[config.mk]
export PLATFORM = sky130hd
export DESIGN_NAME = seec_ctrl
export DESIGN_NICKNAME = d
export VERILOG_FILES = /design/src/core/seec_pkg.sv /design/src/core/seec_ctrl.sv
export SDC_FILE = /design/constraint.sdc
export NUM_CORES = 1
export LEC_CHECK = 0
export ABC_AREA = 1
export ABC_CLOCK_PERIOD_IN_PS = 5500
export BUFFER_PORTS_ARGS = -buffer_cell sky130_fd_sc_hd__buf_2
export CAP_MARGIN = 40
export CORE_ASPECT_RATIO = 1.75
export CORE_MARGIN = 10
export CORE_UTILIZATION = 55
export CTS_CLUSTER_SIZE = 30
export DETAILED_ROUTE_END_ITERATION = 7
export PLACE_DENSITY = 0.84
export SKIP_CTS_REPAIR_TIMING = 1
export SLEW_MARGIN = 40
export SYNTH_ARGS = -nofsm -noshare
export SYNTH_HDL_FRONTEND = slang
export SYNTH_SLANG_ARGS = --single-unit
[constraint.sdc]
create_clock -name clk -period 5.5 [get_ports clk]
set_input_delay 0.55 -clock clk [delete_from_list [all_inputs] [get_ports clk]]
set_output_delay 0.55 -clock clk [all_outputs]
set_load 0.1 [all_outputs]
[src/core/seec_pkg.sv]
/*
  seec_pkg: constants and carrier types for the serial eeprom controller.
  assumes a 40 MHz core clock and a three-wire 128 x 8 eeprom.
*/
`default_nettype none
package seec_pkg;
  localparam int unsigned CLK_HZ         = 40000000;
  localparam int unsigned TIMEOUT_MS     = 30;
  localparam int unsigned TIMEOUT_CYC    = CLK_HZ / 1000 * TIMEOUT_MS;
  localparam int unsigned SCLK_HALF_CYC  = 20;  // 1 MHz serial clock
  localparam logic [7:0]  SIGNATURE      = 8'ha5;
  localparam logic [6:0]  SIG_LOCATION   = 7'h00;
  localparam int unsigned ADDR_BYTES     = 6;
  localparam logic [5:0]  SHORT_CYCLES   = 6'h0a;
  localparam logic [5:0]  LONG_CYCLES    = 6'h12;
  localparam logic [5:0]  WAIT_CYCLES    = 6'h3f;
  localparam logic [47:0] STATION_RESET  = 48'hffffffffffff;
  localparam logic [1:0]  OP_READ        = 2'h2;
  localparam logic [1:0]  OP_WRITE       = 2'h1;
  localparam logic [1:0]  OP_ERASE       = 2'h3;
  localparam logic [1:0]  OP_EXT         = 2'h0;
  localparam logic [1:0]  EXT_DISABLE    = 2'h0;
  localparam logic [1:0]  EXT_WRITE_ALL  = 2'h1;
  localparam logic [1:0]  EXT_ERASE_ALL  = 2'h2;
  localparam logic [1:0]  EXT_ENABLE     = 2'h3;

  typedef enum logic [2:0] {
    CMD_READ, CMD_ERASE_WRITE_DISABLE, CMD_ERASE_WRITE_ENABLE,
    CMD_WRITE, CMD_WRITE_ALL_LOCATIONS, CMD_ERASE,
    CMD_ERASE_ALL_LOCATIONS, CMD_RELOAD
  } seec_cmd_e;

  typedef struct packed {
    logic      command_busy_flag;
    seec_cmd_e command_code_field;
    logic [6:0] target_location_field;
  } seec_cmd_s;

  typedef struct packed {
    logic cs;
    logic sclk;
    logic dout;
    logic dout_oe;
  } seec_pins_s;
endpackage : seec_pkg
`default_nettype wire

[src/core/seec_ctrl.sv]
/*
  seec_ctrl: serial eeprom controller with auto-load of the station address.
  assumes host-side register bits arrive as plain ports on clk; the data
  pin returns asynchronously and is synchronised here.
*/
`default_nettype none
module seec_ctrl (
  input  wire logic               clk,            // 40 MHz core clock
  input  wire logic               reset_n,        // async reset, active low
  input  wire logic               soft_reset,     // pulse: rerun auto-load
  input  wire seec_pkg::seec_cmd_s cmd_in,        // command write value
  input  wire logic               cmd_we,         // pulse: write command reg
  input  wire logic [7:0]         data_in,        // data register write value
  input  wire logic               data_we,        // pulse: write data reg
  input  wire logic               if_disable,     // pin config: eeprom off
  input  wire logic               alt_sel,        // 1: monitor, 0: gp outputs
  input  wire logic [1:0]         gp_out,         // general-purpose pin values
  input  wire logic [1:0]         mon_in,         // internal monitor signals
  input  wire logic               serial_data_pin_i, // data pin in
  output logic                    serial_data_pin_o, // data pin out
  output logic                    serial_data_pin_oe, // data pin enable
  output logic                    eeprom_clock_pin,   // serial clock pin
  output logic                    eeprom_cs,          // chip select
  output logic [10:0]             eeprom_command_reg, // busy,code,location
  output logic                    response_timeout_flag, // sticky timeout
  output logic                    address_loaded,     // station addr valid
  output logic [7:0]              eeprom_data_reg,    // data register
  output logic [15:0]             station_address_high, // bytes 5..4
  output logic [31:0]             station_address_low   // bytes 3..0
);
  typedef enum logic [2:0] {
    S_IDLE, S_START, S_SHIFT, S_GAP, S_WAIT, S_NEXT
  } seec_state_e;

  ////////////////////////////////////////////////////////////////////////////
  seec_state_e state_q;
  seec_pkg::seec_cmd_s cmd_q;
  logic        auto_q;        // auto-load in progress
  logic [2:0]  byte_idx_q;    // 0 = signature, 1..6 address bytes
  logic [5:0]  bit_cnt_q;
  logic [5:0]  bit_total_q;
  logic [17:0] shreg_q;
  logic [7:0]  rx_q;
  logic [4:0]  div_q;
  logic        sclk_q;
  logic        cs_q;
  logic [20:0] to_cnt_q;
  logic        to_q;
  logic        loaded_q;
  logic [7:0]  data_q;
  logic [47:0] station_q;
  logic        din_m_q, din_q;
  logic        start_up_q;    // request auto-load after reset release
  logic        pin_d_q, pin_oe_q, pin_c_q;
  logic        busy_q;        // registered busy seen by the host

  // two-flop sync on the data pin, only din_q is read
  always_ff @(posedge clk or negedge reset_n) begin
    if (!reset_n) begin
      din_m_q <= 1'b0;
      din_q   <= 1'b0;
    end else begin
      din_m_q <= serial_data_pin_i;
      din_q   <= din_m_q;
    end
  end

  ////////////////////////////////////////////////////////////////////////////
  wire       busy      = (state_q != S_IDLE);
  wire       half_tick = (div_q == 5'(seec_pkg::SCLK_HALF_CYC - 1));
  wire       rise      = half_tick && !sclk_q;
  wire       fall      = half_tick && sclk_q;
  wire       host_go   = cmd_we && cmd_in.command_busy_flag && !busy;
  wire       auto_go   = start_up_q || soft_reset;
  wire       reload_go = host_go &&
                         cmd_in.command_code_field == seec_pkg::CMD_RELOAD;
  wire [6:0] auto_loc  = 7'(byte_idx_q);
  wire       timed_out = (to_cnt_q == 21'(seec_pkg::TIMEOUT_CYC - 1));
  wire       sig_ok    = (rx_q == seec_pkg::SIGNATURE);
  wire       is_read   = auto_q ||
                         cmd_q.command_code_field == seec_pkg::CMD_READ;
  wire       needs_ack =
    !auto_q && (cmd_q.command_code_field == seec_pkg::CMD_WRITE ||
                cmd_q.command_code_field == seec_pkg::CMD_WRITE_ALL_LOCATIONS ||
                cmd_q.command_code_field == seec_pkg::CMD_ERASE ||
                cmd_q.command_code_field == seec_pkg::CMD_ERASE_ALL_LOCATIONS);

  // start bit, 2-bit opcode, 7-bit location, then 8 data bits if any
  function automatic logic [17:0] frame(input seec_pkg::seec_cmd_e c,
                                        input logic [6:0] loc,
                                        input logic [7:0] d);
    logic [1:0] op;
    logic [6:0] a;
    op = seec_pkg::OP_EXT;
    a  = loc;
    case (c)
      seec_pkg::CMD_READ:  op = seec_pkg::OP_READ;
      seec_pkg::CMD_WRITE: op = seec_pkg::OP_WRITE;
      seec_pkg::CMD_ERASE: op = seec_pkg::OP_ERASE;
      seec_pkg::CMD_ERASE_WRITE_DISABLE: a = {seec_pkg::EXT_DISABLE, 5'h00};
      seec_pkg::CMD_ERASE_WRITE_ENABLE:  a = {seec_pkg::EXT_ENABLE, 5'h00};
      seec_pkg::CMD_WRITE_ALL_LOCATIONS: a = {seec_pkg::EXT_WRITE_ALL, 5'h00};
      seec_pkg::CMD_ERASE_ALL_LOCATIONS: a = {seec_pkg::EXT_ERASE_ALL, 5'h00};
      default: op = seec_pkg::OP_READ;
    endcase
    return {1'b1, op, a, d};
  endfunction : frame

  // 10 clocks for opcode-only commands, 18 with a data byte
  function automatic logic [5:0] cycles(input seec_pkg::seec_cmd_e c);
    case (c)
      seec_pkg::CMD_READ, seec_pkg::CMD_WRITE,
      seec_pkg::CMD_WRITE_ALL_LOCATIONS, seec_pkg::CMD_RELOAD:
        return seec_pkg::LONG_CYCLES;
      default: return seec_pkg::SHORT_CYCLES;
    endcase
  endfunction : cycles

  ////////////////////////////////////////////////////////////////////////////
  always_ff @(posedge clk or negedge reset_n) begin
    if (!reset_n) start_up_q <= 1'b1;
    else          start_up_q <= 1'b0;
  end

  // serial clock divider, free-running only while a frame is active
  always_ff @(posedge clk or negedge reset_n) begin
    if (!reset_n) begin
      div_q <= 5'h00;
    end else if (state_q == S_SHIFT && !half_tick) begin
      div_q <= div_q + 5'h01;
    end else begin
      div_q <= 5'h00;
    end
  end

  always_ff @(posedge clk or negedge reset_n) begin
    if (!reset_n) begin
      state_q     <= S_IDLE;
      cmd_q       <= '0;
      auto_q      <= 1'b0;
      byte_idx_q  <= 3'h0;
      bit_cnt_q   <= 6'h00;
      bit_total_q <= 6'h00;
      shreg_q     <= 18'h00000;
      rx_q        <= 8'h00;
      sclk_q      <= 1'b0;
      cs_q        <= 1'b0;
      to_cnt_q    <= 21'h000000;
      to_q        <= 1'b0;
      loaded_q    <= 1'b0;
      data_q      <= 8'h00;
      station_q   <= seec_pkg::STATION_RESET;
    end else begin
      if (data_we && !busy) data_q <= data_in;
      if (busy) to_cnt_q <= to_cnt_q + 21'h000001;
      case (state_q)
        S_IDLE: begin
          to_cnt_q <= 21'h000000;
          if (auto_go || reload_go) begin
            auto_q     <= 1'b1;
            byte_idx_q <= 3'h0;
            loaded_q   <= 1'b0;
            cmd_q      <= '0;
            state_q    <= S_START;
          end else if (host_go) begin
            auto_q  <= 1'b0;
            cmd_q   <= cmd_in;
            to_q    <= 1'b0;
            state_q <= S_START;
          end
        end
        S_START: begin
          cs_q      <= 1'b1;
          bit_cnt_q <= 6'h00;
          if (auto_q) begin
            shreg_q     <= frame(seec_pkg::CMD_READ, auto_loc, 8'h00);
            bit_total_q <= seec_pkg::LONG_CYCLES;
          end else begin
            shreg_q     <= frame(cmd_q.command_code_field,
                                 cmd_q.target_location_field, data_q);
            bit_total_q <= cycles(cmd_q.command_code_field);
          end
          state_q <= S_SHIFT;
        end
        S_SHIFT: begin
          if (rise) begin
            sclk_q <= 1'b1;
            rx_q   <= {rx_q[6:0], din_q};
          end else if (fall) begin
            sclk_q    <= 1'b0;
            shreg_q   <= {shreg_q[16:0], 1'b0};
            bit_cnt_q <= bit_cnt_q + 6'h01;
            if (bit_cnt_q == bit_total_q - 6'h01) state_q <= S_GAP;
          end
        end
        S_GAP: begin
          cs_q      <= 1'b0;
          bit_cnt_q <= 6'h00;
          state_q   <= needs_ack ? S_WAIT : S_NEXT;
        end
        S_WAIT: begin
          // ready shows as data high after chip select is raised again
          cs_q <= 1'b1;
          if (bit_cnt_q != seec_pkg::WAIT_CYCLES) begin
            bit_cnt_q <= bit_cnt_q + 6'h01;
          end else if (din_q) begin
            cs_q    <= 1'b0;
            state_q <= S_IDLE;
          end
          if (timed_out) begin
            cs_q    <= 1'b0;
            to_q    <= 1'b1;
            state_q <= S_IDLE;
          end
        end
        S_NEXT: begin
          state_q <= S_IDLE;
          if (!auto_q) begin
            if (is_read) data_q <= rx_q;
          end else if (byte_idx_q == 3'h0) begin
            if (sig_ok) begin
              byte_idx_q <= 3'h1;
              state_q    <= S_START;
            end
            // mismatch: station address untouched, loaded stays low
          end else begin
            station_q[8*(byte_idx_q-3'h1) +: 8] <= rx_q;
            if (byte_idx_q == 3'(seec_pkg::ADDR_BYTES)) begin
              loaded_q <= 1'b1;
            end else begin
              byte_idx_q <= byte_idx_q + 3'h1;
              state_q    <= S_START;
            end
          end
        end
        default: state_q <= S_IDLE;
      endcase
    end
  end

  ////////////////////////////////////////////////////////////////////////////
  // pin mux: when disabled, pins become gp outputs or monitor taps
  wire [1:0] alt_val = alt_sel ? mon_in : gp_out;
  wire       mux_d   = if_disable ? alt_val[0] : shreg_q[17];
  wire       mux_oe  = if_disable ? 1'b1 : (state_q == S_SHIFT && !is_read) ||
                       (state_q == S_SHIFT && bit_cnt_q < seec_pkg::SHORT_CYCLES);
  wire       mux_c   = if_disable ? alt_val[1] : sclk_q;

  always_ff @(posedge clk or negedge reset_n) begin
    if (!reset_n) begin
      pin_d_q  <= 1'b0;
      pin_oe_q <= 1'b0;
      pin_c_q  <= 1'b0;
    end else begin
      pin_d_q  <= mux_d;
      pin_oe_q <= mux_oe;
      pin_c_q  <= mux_c;
    end
  end

  assign serial_data_pin_o     = pin_d_q;
  assign serial_data_pin_oe    = pin_oe_q;
  assign eeprom_clock_pin      = pin_c_q;
  assign eeprom_cs             = cs_q;
  assign eeprom_command_reg    = {busy_q, cmd_q.command_code_field,
                                  cmd_q.target_location_field};
  assign response_timeout_flag = to_q;
  assign address_loaded        = loaded_q;
  assign eeprom_data_reg       = data_q;
  assign station_address_high  = station_q[47:32];
  assign station_address_low   = station_q[31:0];

  always_ff @(posedge clk or negedge reset_n) begin
    if (!reset_n) busy_q <= 1'b1;
    else          busy_q <= busy || auto_go || host_go;
  end

  ////////////////////////////////////////////////////////////////////////////
  busy_on_go_a: assert property (@(posedge clk) disable iff (!reset_n)
    host_go |=> busy) else $error("busy not set after command");
  load_sets_bit_a: assert property (@(posedge clk) disable iff (!reset_n)
    $rose(loaded_q) |-> $past(state_q) == S_NEXT &&
      $past(byte_idx_q) == 3'(seec_pkg::ADDR_BYTES))
    else $error("address loaded without signature");
  mismatch_keeps_a: assert property (@(posedge clk) disable iff (!reset_n)
    (state_q == S_NEXT && auto_q && byte_idx_q == 3'h0 && !sig_ok)
    |=> $stable(station_q) && state_q == S_IDLE)
    else $error("station address changed on mismatch");
  read_data_a: assert property (@(posedge clk) disable iff (!reset_n)
    (state_q == S_NEXT && !auto_q && is_read) |=> data_q == $past(rx_q))
    else $error("read byte not in data register");
  timeout_flag_a: assert property (@(posedge clk) disable iff (!reset_n)
    (state_q == S_WAIT && timed_out) |=> to_q && state_q == S_IDLE)
    else $error("timeout not flagged");
  auto_start_a: assert property (@(posedge clk) disable iff (!reset_n)
    start_up_q |=> auto_q && state_q == S_START)
    else $error("auto-load not started after reset");
  short_count_a: assert property (@(posedge clk) disable iff (!reset_n)
    (state_q == S_START && !auto_q &&
     cmd_q.command_code_field == seec_pkg::CMD_ERASE)
    |=> bit_total_q == 6'h0a) else $error("erase clock count wrong");
  disable_pins_a: assert property (@(posedge clk) disable iff (!reset_n)
    if_disable |=> serial_data_pin_oe)
    else $error("disabled pin not driven");
endmodule : seec_ctrl
`default_nettype wire

==> results of run 1 <==
==> cell usage after synthesis, types with 3 or more instances <==
master      n
inv_1      97
o21ai_2     8
inv_2       4
nand3_1    45
buf_4       3
buf_6       3
nor3_1     34
nand4_1    20
o21ai_0    82
nor2_1    108
buf_2       8
o211ai_1    4
dfstp_2    50
clkbuf_1    9
nand2_1   247
dfrtp_1    95
o22ai_1    10
nand3_2     7
ha_1       15
xnor2_1     3
nand2_2     3
o21ai_1     3
a21oi_1    24
xor2_1      5
==> cell families after synthesis <==
| group | count (synthesis) | synth area share |
|---|---|---|
| AO/OA/AOI/OAI | 138 | 0.103 |
| XOR/XNOR | 8 | 0.00956 |
| adder cells (fa/ha/maj) | 15 | 0.0256 |
| buffers and inverters | 130 | 0.0750 |
| flip-flops | 145 | 0.504 |
| other | 1 | 0.000512 |
| AND/OR/NAND/NOR | 475 | 0.282 |
==> critical path: cells and delay by family (launching register included) <==
kind          cells  cell delay (ps)
buf+inv           3              330
fa+ha+maj         2              870
flops             1              710
simple gates     10             1400
==> how the worst max path moves through the flow <==
stage | start | end
3_3_place_gp | byte_idx_q[0] | station_q[46]
3_5_place_dp | byte_idx_q[0] | station_q[44]
4_1_cts | byte_idx_q[0] | station_q[44]
2_1_floorplan | byte_idx_q[0] | station_q[0]
6_report | byte_idx_q[0] | station_q[1]
5_1_grt | byte_idx_q[0] | station_q[44]
==> area by class of cell <==
cell class              instances  area share
flip-flops and latches        145       0.433
multi-input cells             637       0.362
repair buffers                104      0.0625
clock buffers                  20      0.0574
inverters                     105      0.0470
well taps                     171      0.0251
clock inverters                12      0.0126
==> per-stage QoR <==
stage          total power (uW)  instance area [um^2]  cells
6_report                   3870                  8530   1194
5_1_grt                    4100                  8530   1194
4_1_cts                    3880                  8530   1194
3_5_place_dp               2720                  7930   1162
3_3_place_gp               2690                  7920   1162
2_1_floorplan              2440                  7330    912
==> per-layer routing <==
layer  GRT usage  vias up
li1            -     3149
met1       0.211     3075
met2       0.361      252
met3      0.0532       73
met4       0.117        0
met5           0        -
==> power groups by stage <==
stage | clock network (uW) | logic (uW) | registers, uW
floorplan | 0 | 754 | 1680
global placement | 0 | 1300 | 1390
detailed placement | 0 | 1330 | 1390
CTS | 1160 | 1350 | 1370
global route | 1210 | 1490 | 1400
finish | 1150 | 1340 | 1380
==> metrics list, run 1 <==
* Tmin final: 3380 ps
- Hold slack: 144 ps
* Number of enable-type register cells in the synthesized netlist: 0
* Part of the cycle the worst path needs: 0.615
- Of the total power, the clock network draws 0.297.
- Summed over all nets, wire length on met3 after detailed routing comes to 1160 um.
- For this design, the sink count on the clock tree is 145.
- The analysis attributes to cell leakage a power of 0.00410 uW.
- Before antenna repair, the detailed router went through 5 iterations.
- Overflow left after global routing: 0
- For this run, the total global-route usage over all layers was measured as 0.205.
- After the first detailed-routing iteration, the DRC count stood at 444.
- Timing analysis after detailed placement gives a worst setup slack of 1860 ps.
- Post-synthesis average cell area: 8.03 um^2
- Final setup violation count: 0
- Net switching fraction of the power: 0.434
* Synth-to-Final Area Change: 16.4%
* Count of standard-cell rows: 55
- Register-to-register setup slack: 2120 ps
* Max FFs per register: 48
* Max Clock Skew: 10.4 ps
- The endpoint identified for the worst register-to-register timing path is station_q[1].
- The netlist uses 44 different library cells.
- Startpoint Class: flip-flop
* GPL Wtd Cong: 0.908
* RSZ-0062 raised after global routing: no
- The library cells used most frequently in the layout, excluding fill and tap cells, are nand2_1, nor2_1, buf_2, inv_1, dfrtp_1.
* Drt wl/cell: 15.7 um
* Sequential standard cell area: 3690 um^2
- Based on the critical path, the design can be clocked at up to 296 MHz.
- Endpoints failing hold: 0
* Outcome: finished, final reports clean
* Pin count of the biggest net entering global routing: 102
- Clock latency on the worst-skew pair: 430 ps
- Primary flip-flop cell chosen by synthesis mapping: dfrtp_1
- CTS HTree Levels: 4
* Initial Util: 0.563
- In this run the clock root is driven by a clkbuf_16.
- Number of primary I/O pins: 104
- Final setup slack of the worst path: 2120 ps
* Core occupancy in the finished layout: 0.656
* Vias post-DR: 6,549
- In the routed design, unresolved DRC markers number 0.
- Count of input and output buffers: 103
- The share of the Yosys chip area taken by registers is 0.504.
- Full die area: 18,500 um^2
- Most frequent standard cell in the layout excluding fill and tap cells: nand2_1
* Share of power burned in registers: 0.357
- In this design, the stage delay of the slowest critical-path cell is 710 ps.
* Post-DP HPWL: 13,700 um
- The routed design has 18,700 um of wire.
* Critical path's slowest cell: dfrtp_2
- In the routed layout, each cell is associated on average with a via count of 5.48.
* Setup_tns: 0 ps
- Fill cell instance count of the final layout: 1,083
- The analysis attributes to net switching a power of 1680 uW.
- Data on the critical path arrives at its endpoint at 3740 ps.
- After synthesis the cells add up to 7330 um^2.
- The synthesized design spends more area on one cell type than any other, namely dfrtp_1.
* Net total in the final layout: 1,056
- Slew at the pin closest to its max-slew limit: 752 ps
- The clock passes through at most 2 buffers.
* Most flops, register: station_q
* Number of buffers added by the clock tree synthesis step: 17
- Footprint of the multi-input gates: 3090 um^2
- Worst setup path class: flip-flop to flip-flop
- The initial antenna violation count is 0.
- Routed length on met2: 9890 um
* Number of pins with negative max-slew slack in the final report: 0
- For this run, the number of Yosys warnings is 0.
* Cells taking the most area after synthesis: dfrtp_1, dfstp_2, nand2_1
- Fraction of layout cells with a size suffix above 1: 0.215
* CTS tree: built
- Total of max-cap violations: 0
- The via count of the first global-routing pass came to 6,569.
- Async set or reset register ratio after synthesis: 1.00
- Traced cell by cell, the critical path runs through inv_1, ha_1, nand2_1, nor2_1, inv_1, ha_1, inv_1, nand2_1, nor2_1, nand2_1, nand2_1, nand2_1, nor2_4, nor2_1, nor2_1.
* Internal power: 2190 uW
* Category of the worst setup path capture point: flip-flop
- Counting every net in the synthesized netlist gives 958.
* Area share of the leading cell type in the synthesized netlist: 0.324
- The floorplan step set the die height to 173 um.
- Combinational cell fraction of total power: 0.346
* Core Area: 13,000 um^2
- Tightest Hold Check Type: input port to async pin
- M1 wire length: 6750 um
* Wire length of the first global-routing pass: 30,900 um
* Topmost layer with routed signal wires: met4
- In this design, the critical path's most frequently occurring cell is nand2_1.
- The number of antenna diodes in the final layout is 0.
- Clock slew at reported path FFs: 60 ps
- VDD IR max: 0.287 mV
- Worst max-slew margin expressed relative to the limit: 0.499
* Top flop regs: station_q x48, to_cnt_q x21, shreg_q x18
- Synthesized instance count: 912
* CP Data Required Time: 5860 ps
* Crit Path Max Fanout: 27
* Source of the worst register-to-register timing path: byte_idx_q[0]
- Post-route ant nets: 0
* Number of synthesized register bits: 145
* Areal power density over the cells: 454 nW/um^2
* Logic depth of the worst register-to-register path: 15
- In this run the horizontal extent of the chip is 107 um.
No activity file was read; power rests on OpenSTA's default activity.
==> inputs of run 2 (changes only) <==
- ABC_CLOCK_PERIOD_IN_PS: 5500 -> 3040
- CORE_UTILIZATION: 55 -> 52
- PLACE_DENSITY: 0.84 -> 0.83
- clock period: 5.5 -> 3.04 ns (I/O delays scaled with it)
==> run 2 against run 1 <==
  * Combinational power is 89% higher
  * Sequential share of layout area is 0.40 points lower
  * Critical path type unchanged
  * Worst setup slack worse by 1800 ps
  * Clock power is 74% higher
  * Register-to-register slack worse by 1800 ps
  * Clock-buffer cell count is 2 lower
  * Largest power group is now combinational logic
  * Largest cell class unchanged
==> metrics list, run 2 (same netlist as run 1, synthesis figures left out) <==
* Outcome: finished, final reports clean
* Number of primary I/O pins: 104
* Number of detailed-route iterations in the first pass: 5
- Net total in the final layout: 1,067
- Dominant cell type by count on the critical path: nand2_1
* Area of all placed cells without fillers: 8610 um^2
- The tightest hold path in the finished design has a slack of 92.3 ps.
* Tightest Hold Check Type: input port to flip-flop
- Critical path's slowest cell: dfrtp_1
* Vias post-DR: 6,480
* Startpoint Class: flip-flop
* GPL Wtd Cong: 0.934
- Dividing the detail-routed via count by the number of cells gives 5.35.
- Clk pwr share: 0.286
* Area of placed instances: 7990 um^2
- The tool flagged a number of max-cap violations equal to 0.
- Setup slack on the critical path of the routed design comes to 285 ps.
- Die outline height: 177 um
- For this run, design rule violations remaining after detail routing come to 0.
- RSZ-0062 raised after global routing: no
* Number of buffers added by the clock tree synthesis step: 17
* Part of the cycle the worst path needs: 0.906
- Count of input and output buffers: 103
* Register-to-register setup slack: 290 ps
- Clk buf depth: 2
* Fraction of layout cells with a size suffix above 1: 0.221
* Category of the worst setup path capture point: flip-flop
* Top flop regs: station_q x48, to_cnt_q x21, shreg_q x18
* CTS tree: built
- Crit Reg-Reg Endpoint: station_q[37]
- The critical path in this run is classified as flip-flop to flip-flop.
- The register with the most flip-flops in the layout has 48 of them.
* Tmin final: 2750 ps
- Counting cells, the worst reg-to-reg path comes to 14.
- Root Buffer Master: clkbuf_16
- The path with the worst hold slack has its endpoint at eeprom_command_reg[0].
* Aggregate routed wire length: 18,800 um
- At the worst endpoint, the arrival time is 3120 ps.
- Most flops, register: station_q
- Internal power: 3930 uW
- For this run, the slowest stage of the critical path takes 510 ps.
- For this block, the initial DRC count from the detailed router was 274.
- Summed over all cells, the static leakage comes to 0.00416 uW.
- The final-report max-slew violation count was 0.
- Traced cell by cell, the critical path runs through inv_1, ha_1, inv_1, nand2_1, nand3_1, nor2_1, ha_1, inv_2, nand3_2, nor2_1, nand3_2, nor2_8, nand2_1, nand2_1.
- The final hold violation count came to 0.
- Areal power density over the cells: 814 nW/um^2
- Total global routing track utilization: 0.198
* Post-DP HPWL: 14,200 um
- Startpoint of the worst hold path: cmd_in[0]
- Core occupancy in the finished layout: 0.622
- Source of the worst register-to-register timing path: byte_idx_q[1]
* Drt wl/cell: 15.5 um
* Final setup violation count: 0
* Combinational cell fraction of total power: 0.362
- Chip Width: 110 um
* Share of power burned in registers: 0.352
* CP Data Required Time: 3410 ps
- For the pin with the worst max-slew slack, the measured transition is 553 ps.
- Across the VDD grid, the largest voltage drop is 0.448 mV.
- Full die area: 19,400 um^2
- Worst slack, placed: 307 ps
- Summed over all layers, the global routing overflow is 0.
* Max Clock Skew: 9.55 ps
- Post-route ant nets: 0
- Number of cells on the worst hold path: 3
- Static timing analysis puts the maximum clock frequency at 363 MHz.
* Clock slew at reported path FFs: 70 ps
* Number of clock sinks seen by CTS: 145
- For this configuration, the core starts out at a cell density of 0.530.
* Wire length of the first global-routing pass: 30,600 um
- Clock latency on the worst-skew pair: 420 ps
- In this run the standard cell core region covers 13,800 um^2.
- The repair_antennas step left the layout with diodes totalling 0.
- Most frequent standard cell in the layout excluding fill and tap cells: nand2_1
* Net switching fraction of the power: 0.439
- In this run the core area contains 57 standard-cell rows.
* Pin count of the biggest net entering global routing: 83
- Setup_tns: 0 ps
- The H-tree generated during clock tree synthesis spans 4 levels.
- Net switching power of the design: 3070 uW
- Worst max-slew margin expressed relative to the limit: 0.628
- Crit Path Max Fanout: 11
- Vias in the first global route: 6,426
- In the layout the commonest cells are nand2_1, nor2_1, buf_2, inv_1, dfrtp_1.
- Synth-to-Final Area Change: 17.5%
- The initial antenna violation count is 0.
[run 2: cell count changes in the layout (fill, tap and decap cells not counted), sizes merged]
cell | before | now
buf | 104 | 113
clkbuf | 20 | 18
clkinv | 5 | 9
clkinvlp | 2 | 0
dlygate4sd3 | 0 | 2
[run 2: per-layer routing]
metal  up-vias  track usage  wire length [um]
li1       3170            -                 -
met1      3081        0.207              6870
met2       177        0.358             10100
met3        52       0.0401               967
met4         0        0.104               807
met5         -            0                 0
[run 2: cell type report]
cell class / count / area (um^2)
Sequential cell: 145 / 3690
Multi-Input combinational cell: 637 / 3090
Fill cell: 1205 / 5230
Tap cell: 177 / 221
Timing Repair Buffer: 115 / 637
Inverter: 105 / 400
Clock inverter: 14 / 119
Clock buffer: 18 / 450
[run 2: worst max-delay path, delay by kind of cell (launching register included)]
| family | cells | cell delay, ps |
|---|---|---|
| fa+ha+maj | 2 | 540 |
| simple gates | 9 | 1290 |
| flops | 1 | 510 |
| buf+inv | 3 | 370 |
[run 2: worst max path at each step]
| stage | start | to | slack, ps | cells past startpoint |
|---|---|---|---|---|
| 4_1_cts | byte_idx_q[0] | station_q[0] | 260 | 16 |
| 3_5_place_dp | byte_idx_q[0] | station_q[34] | 310 | 14 |
| 3_3_place_gp | byte_idx_q[0] | station_q[38] | 380 | 14 |
| 2_1_floorplan | byte_idx_q[0] | station_q[0] | 220 | 17 |
| 5_1_grt | byte_idx_q[1] | station_q[2] | 10 | 16 |
| 6_report | byte_idx_q[1] | station_q[37] | 290 | 14 |
[run 2: power by group through the flow]
| stage | registers, uW | logic, uW | clock network (uW) |
|---|---|---|---|
| final | 2470 | 2530 | 2000 |
| after global placement | 2480 | 2450 | 0 |
| after detailed placement | 2490 | 2510 | 0 |
| after floorplan | 3050 | 1360 | 0 |
| after CTS | 2460 | 2530 | 2030 |
| after global routing | 2510 | 2780 | 2110 |
[run 2: through the flow]
step / std cells / total power, uW
final: 1211 / 7000
after global routing: 1211 / 7390
after CTS: 1208 / 7020
after detailed placement: 1176 / 5000
after global placement: 1176 / 4930
after floorplan: 912 / 4410
==> inputs of run 3 (changes only) <==
- REMOVE_ABC_BUFFERS: not set -> 1
==> run 3 against run 2 <==
  * Via count fell by 0.60%
  * Final cell count fell by 0.25%
  * First-iteration DRC count rose by 23%
  * Largest power group unchanged
  * Highest routed layer unchanged
  * Register-to-register slack improved by 20 ps
  * Non-clock buffer count fell by 3
  * Power rose by 1.5%
  * Sequential power barely moved
  * Clock-buffer cell count rose by 1
  * Sequential cell count did not move
==> metrics list, run 3 (same netlist as run 1, synthesis figures left out) <==
- Area of placed instances: 7990 um^2
* Max Clock Skew: 6.44 ps
* Final setup violation count: 0
- The clock tree synthesis step divided the H-tree into 4 levels.
* Tightest Hold Check Type: input port to flip-flop
* CP Cell Sequence: inv_1, ha_1, inv_1, nand2_1, nand3_1, nor2_1, ha_1, inv_2, nand3_2, nor2_1, nand3_2, nor2_8, nand2_1, nand2_1
- After detailed routing, the average wire length per cell comes to 15.2 um.
- Clock latency on the worst-skew pair: 420 ps
* Number of clock sinks seen by CTS: 145
- Worst setup path class: flip-flop to flip-flop
- GR Layer Usage met1: 0.204
* Total of max-cap violations: 0
- Number of buffers added by the clock tree synthesis step: 17
* Count of input and output buffers: 103
- Fill cell instance count of the final layout: 1,216
* Category of the worst setup path capture point: flip-flop
- In the final layout, the share of cells above drive strength 1 is 0.215.
- Dominant cell type by count on the critical path: nand2_1
- Wire length of the first global-routing pass: 30,400 um
- Across every metal layer, demand over resource in global routing totals 0.196.
- For met2 alone, demand over resource in global routing was 0.355.
* Most flops, register: station_q
- Launch point of the critical path: byte_idx_q[1]
- In the routed design, unresolved DRC markers number 0.
* Core occupancy in the finished layout: 0.622
- Net total in the final layout: 1,064
* Aggregate routed wire length: 18,400 um
* Area of all placed cells without fillers: 8610 um^2
- For this configuration, the core starts out at a cell density of 0.530.
- Hold slack: 85.0 ps
- Detailed placement ended at an HPWL of 13,700 um.
- The register with the most flip-flops in the layout has 48 of them.
* Source of the worst register-to-register timing path: byte_idx_q[1]
- The final hold violation count was 0.
- Pin count of the biggest net entering global routing: 95
- For the worst setup path, the data required time is 3410 ps.
* Kind of cell adding the most delay to the critical path: simple AND/OR/NAND/NOR gates
* Final total power: 7110 uW
* GPL Wtd Cong: 0.914
* Initial antenna violation count: 0
- Part of the cycle the worst path needs: 0.900
* Number of pins with negative max-slew slack in the final report: 0
- After global routing the overflow that remains totals 0.
- Total inserted antenna cells: 0
- CTS tree: built
- Core Area: 13,800 um^2
* Root Buffer Master: clkbuf_16
- Grt met3 use: 0.0412
* Top flop regs: station_q x48, to_cnt_q x21, shreg_q x18
- Measured along the y axis, the die boundary spans 177 um.
* Maximum clock rate: 366 MHz
* Slew at the pin closest to its max-slew limit: 545 ps
- From left edge to right edge, the die measures 110 um.
- Compared with the post-synthesis result, the final layout area differs by 17.5%.
- After layout, the minimum clock period comes to 2730 ps.
- Post-route ant nets: 0
- Clock slew at reported path FFs: 60 ps
- Number of detailed-route iterations in the first pass: 5
- CP bufs+invs: 3
- Along the worst path, the maximum fanout reaches 11.
- Dividing the detail-routed via count by the number of cells gives 5.33.
* Worst max-slew margin expressed relative to the limit: 0.634
* Static power due to leakage: 0.00414 uW
* Arrival time of data at the critical path endpoint: 3100 ps
* Startpoint Class: flip-flop
- Startpoint of the worst hold path: cmd_in[5]
- Number of design-rule violations left by the first detailed-router iteration: 337
- The via count of the first global-routing pass came to 6,492.
- Leaving out fill and tap cells, the most frequent cells in the layout are nand2_1, nor2_1, buf_2, inv_1, dfrtp_1.
- The run finished with clean final reports.
- Across the VDD grid, the largest voltage drop is 0.561 mV.
- The largest single stage delay on the critical path is 500 ps.
- Areal power density over the cells: 826 nW/um^2
* Number of primary I/O pins: 104
* Critical path's slowest cell: dfrtp_1
- Clk buf depth: 2
- After global routing, the most crowded layer is met2.
- For this block, the via count after detailed routing is 6,441.
- Leaving out fill and tap cells, the most frequent cell in the layout is nand2_1.
- Full die area: 19,400 um^2
* RSZ-0062 raised after global routing: no
- Count of standard-cell rows: 57
==> run 3: path summary, 6_finish.rpt <==
check | end | slack, ps | depth (start not counted)
max | station_q[32] | 310 | 14
min | eeprom_command_reg[5] | 90 | 3
max reg2reg | station_q[32] | 310 | 14
min reg2reg | din_q | 350 | 0
max in group asynchronous | station_q[26] | 1800 | 3
min in group asynchronous | to_cnt_q[9] | 390 | 2
==> run 3: routing by layer <==
metal	routed length [um]	vias up	part of all wire
li1	-	3162	-
met1	6800	3039	0.37
met2	9950	190	0.54
met3	1010	50	0.055
met4	644	0	0.035
met5	0	-	0
==> run 3: area by class of cell <==
cell class | count | area, um^2 | area share
flip-flops and latches | 145 | 3690 | 0.429
multi-input cells | 637 | 3090 | 0.358
repair buffers | 112 | 607 | 0.0705
clock buffers | 19 | 443 | 0.0514
inverters | 105 | 400 | 0.0465
well taps | 177 | 221 | 0.0257
clock inverters | 13 | 161 | 0.0187
==> run 3: through the flow <==
| stage | std cells | setup WS (ps) | setup TNS (ps) |
|---|---|---|---|
| CTS | 1206 | 323 | 0 |
| floorplan | 887 | -41.6 | -291 |
| global placement | 1174 | 448 | 0 |
| finish | 1208 | 305 | 0 |
| detailed placement | 1174 | 326 | 0 |
| global route | 1208 | 25.6 | 0 |
==> run 3: worst min-delay path, cell delays in order <==
cell and delay (ps):
buf_2 80, nand2_1 40, o21ai_0 50
==> run 3: power breakdown <==
part / internal (uW) / switching [uW]
combinational: 585 / 1930
sequential: 2230 / 245
clock: 1310 / 805
total: 4130 / 2980
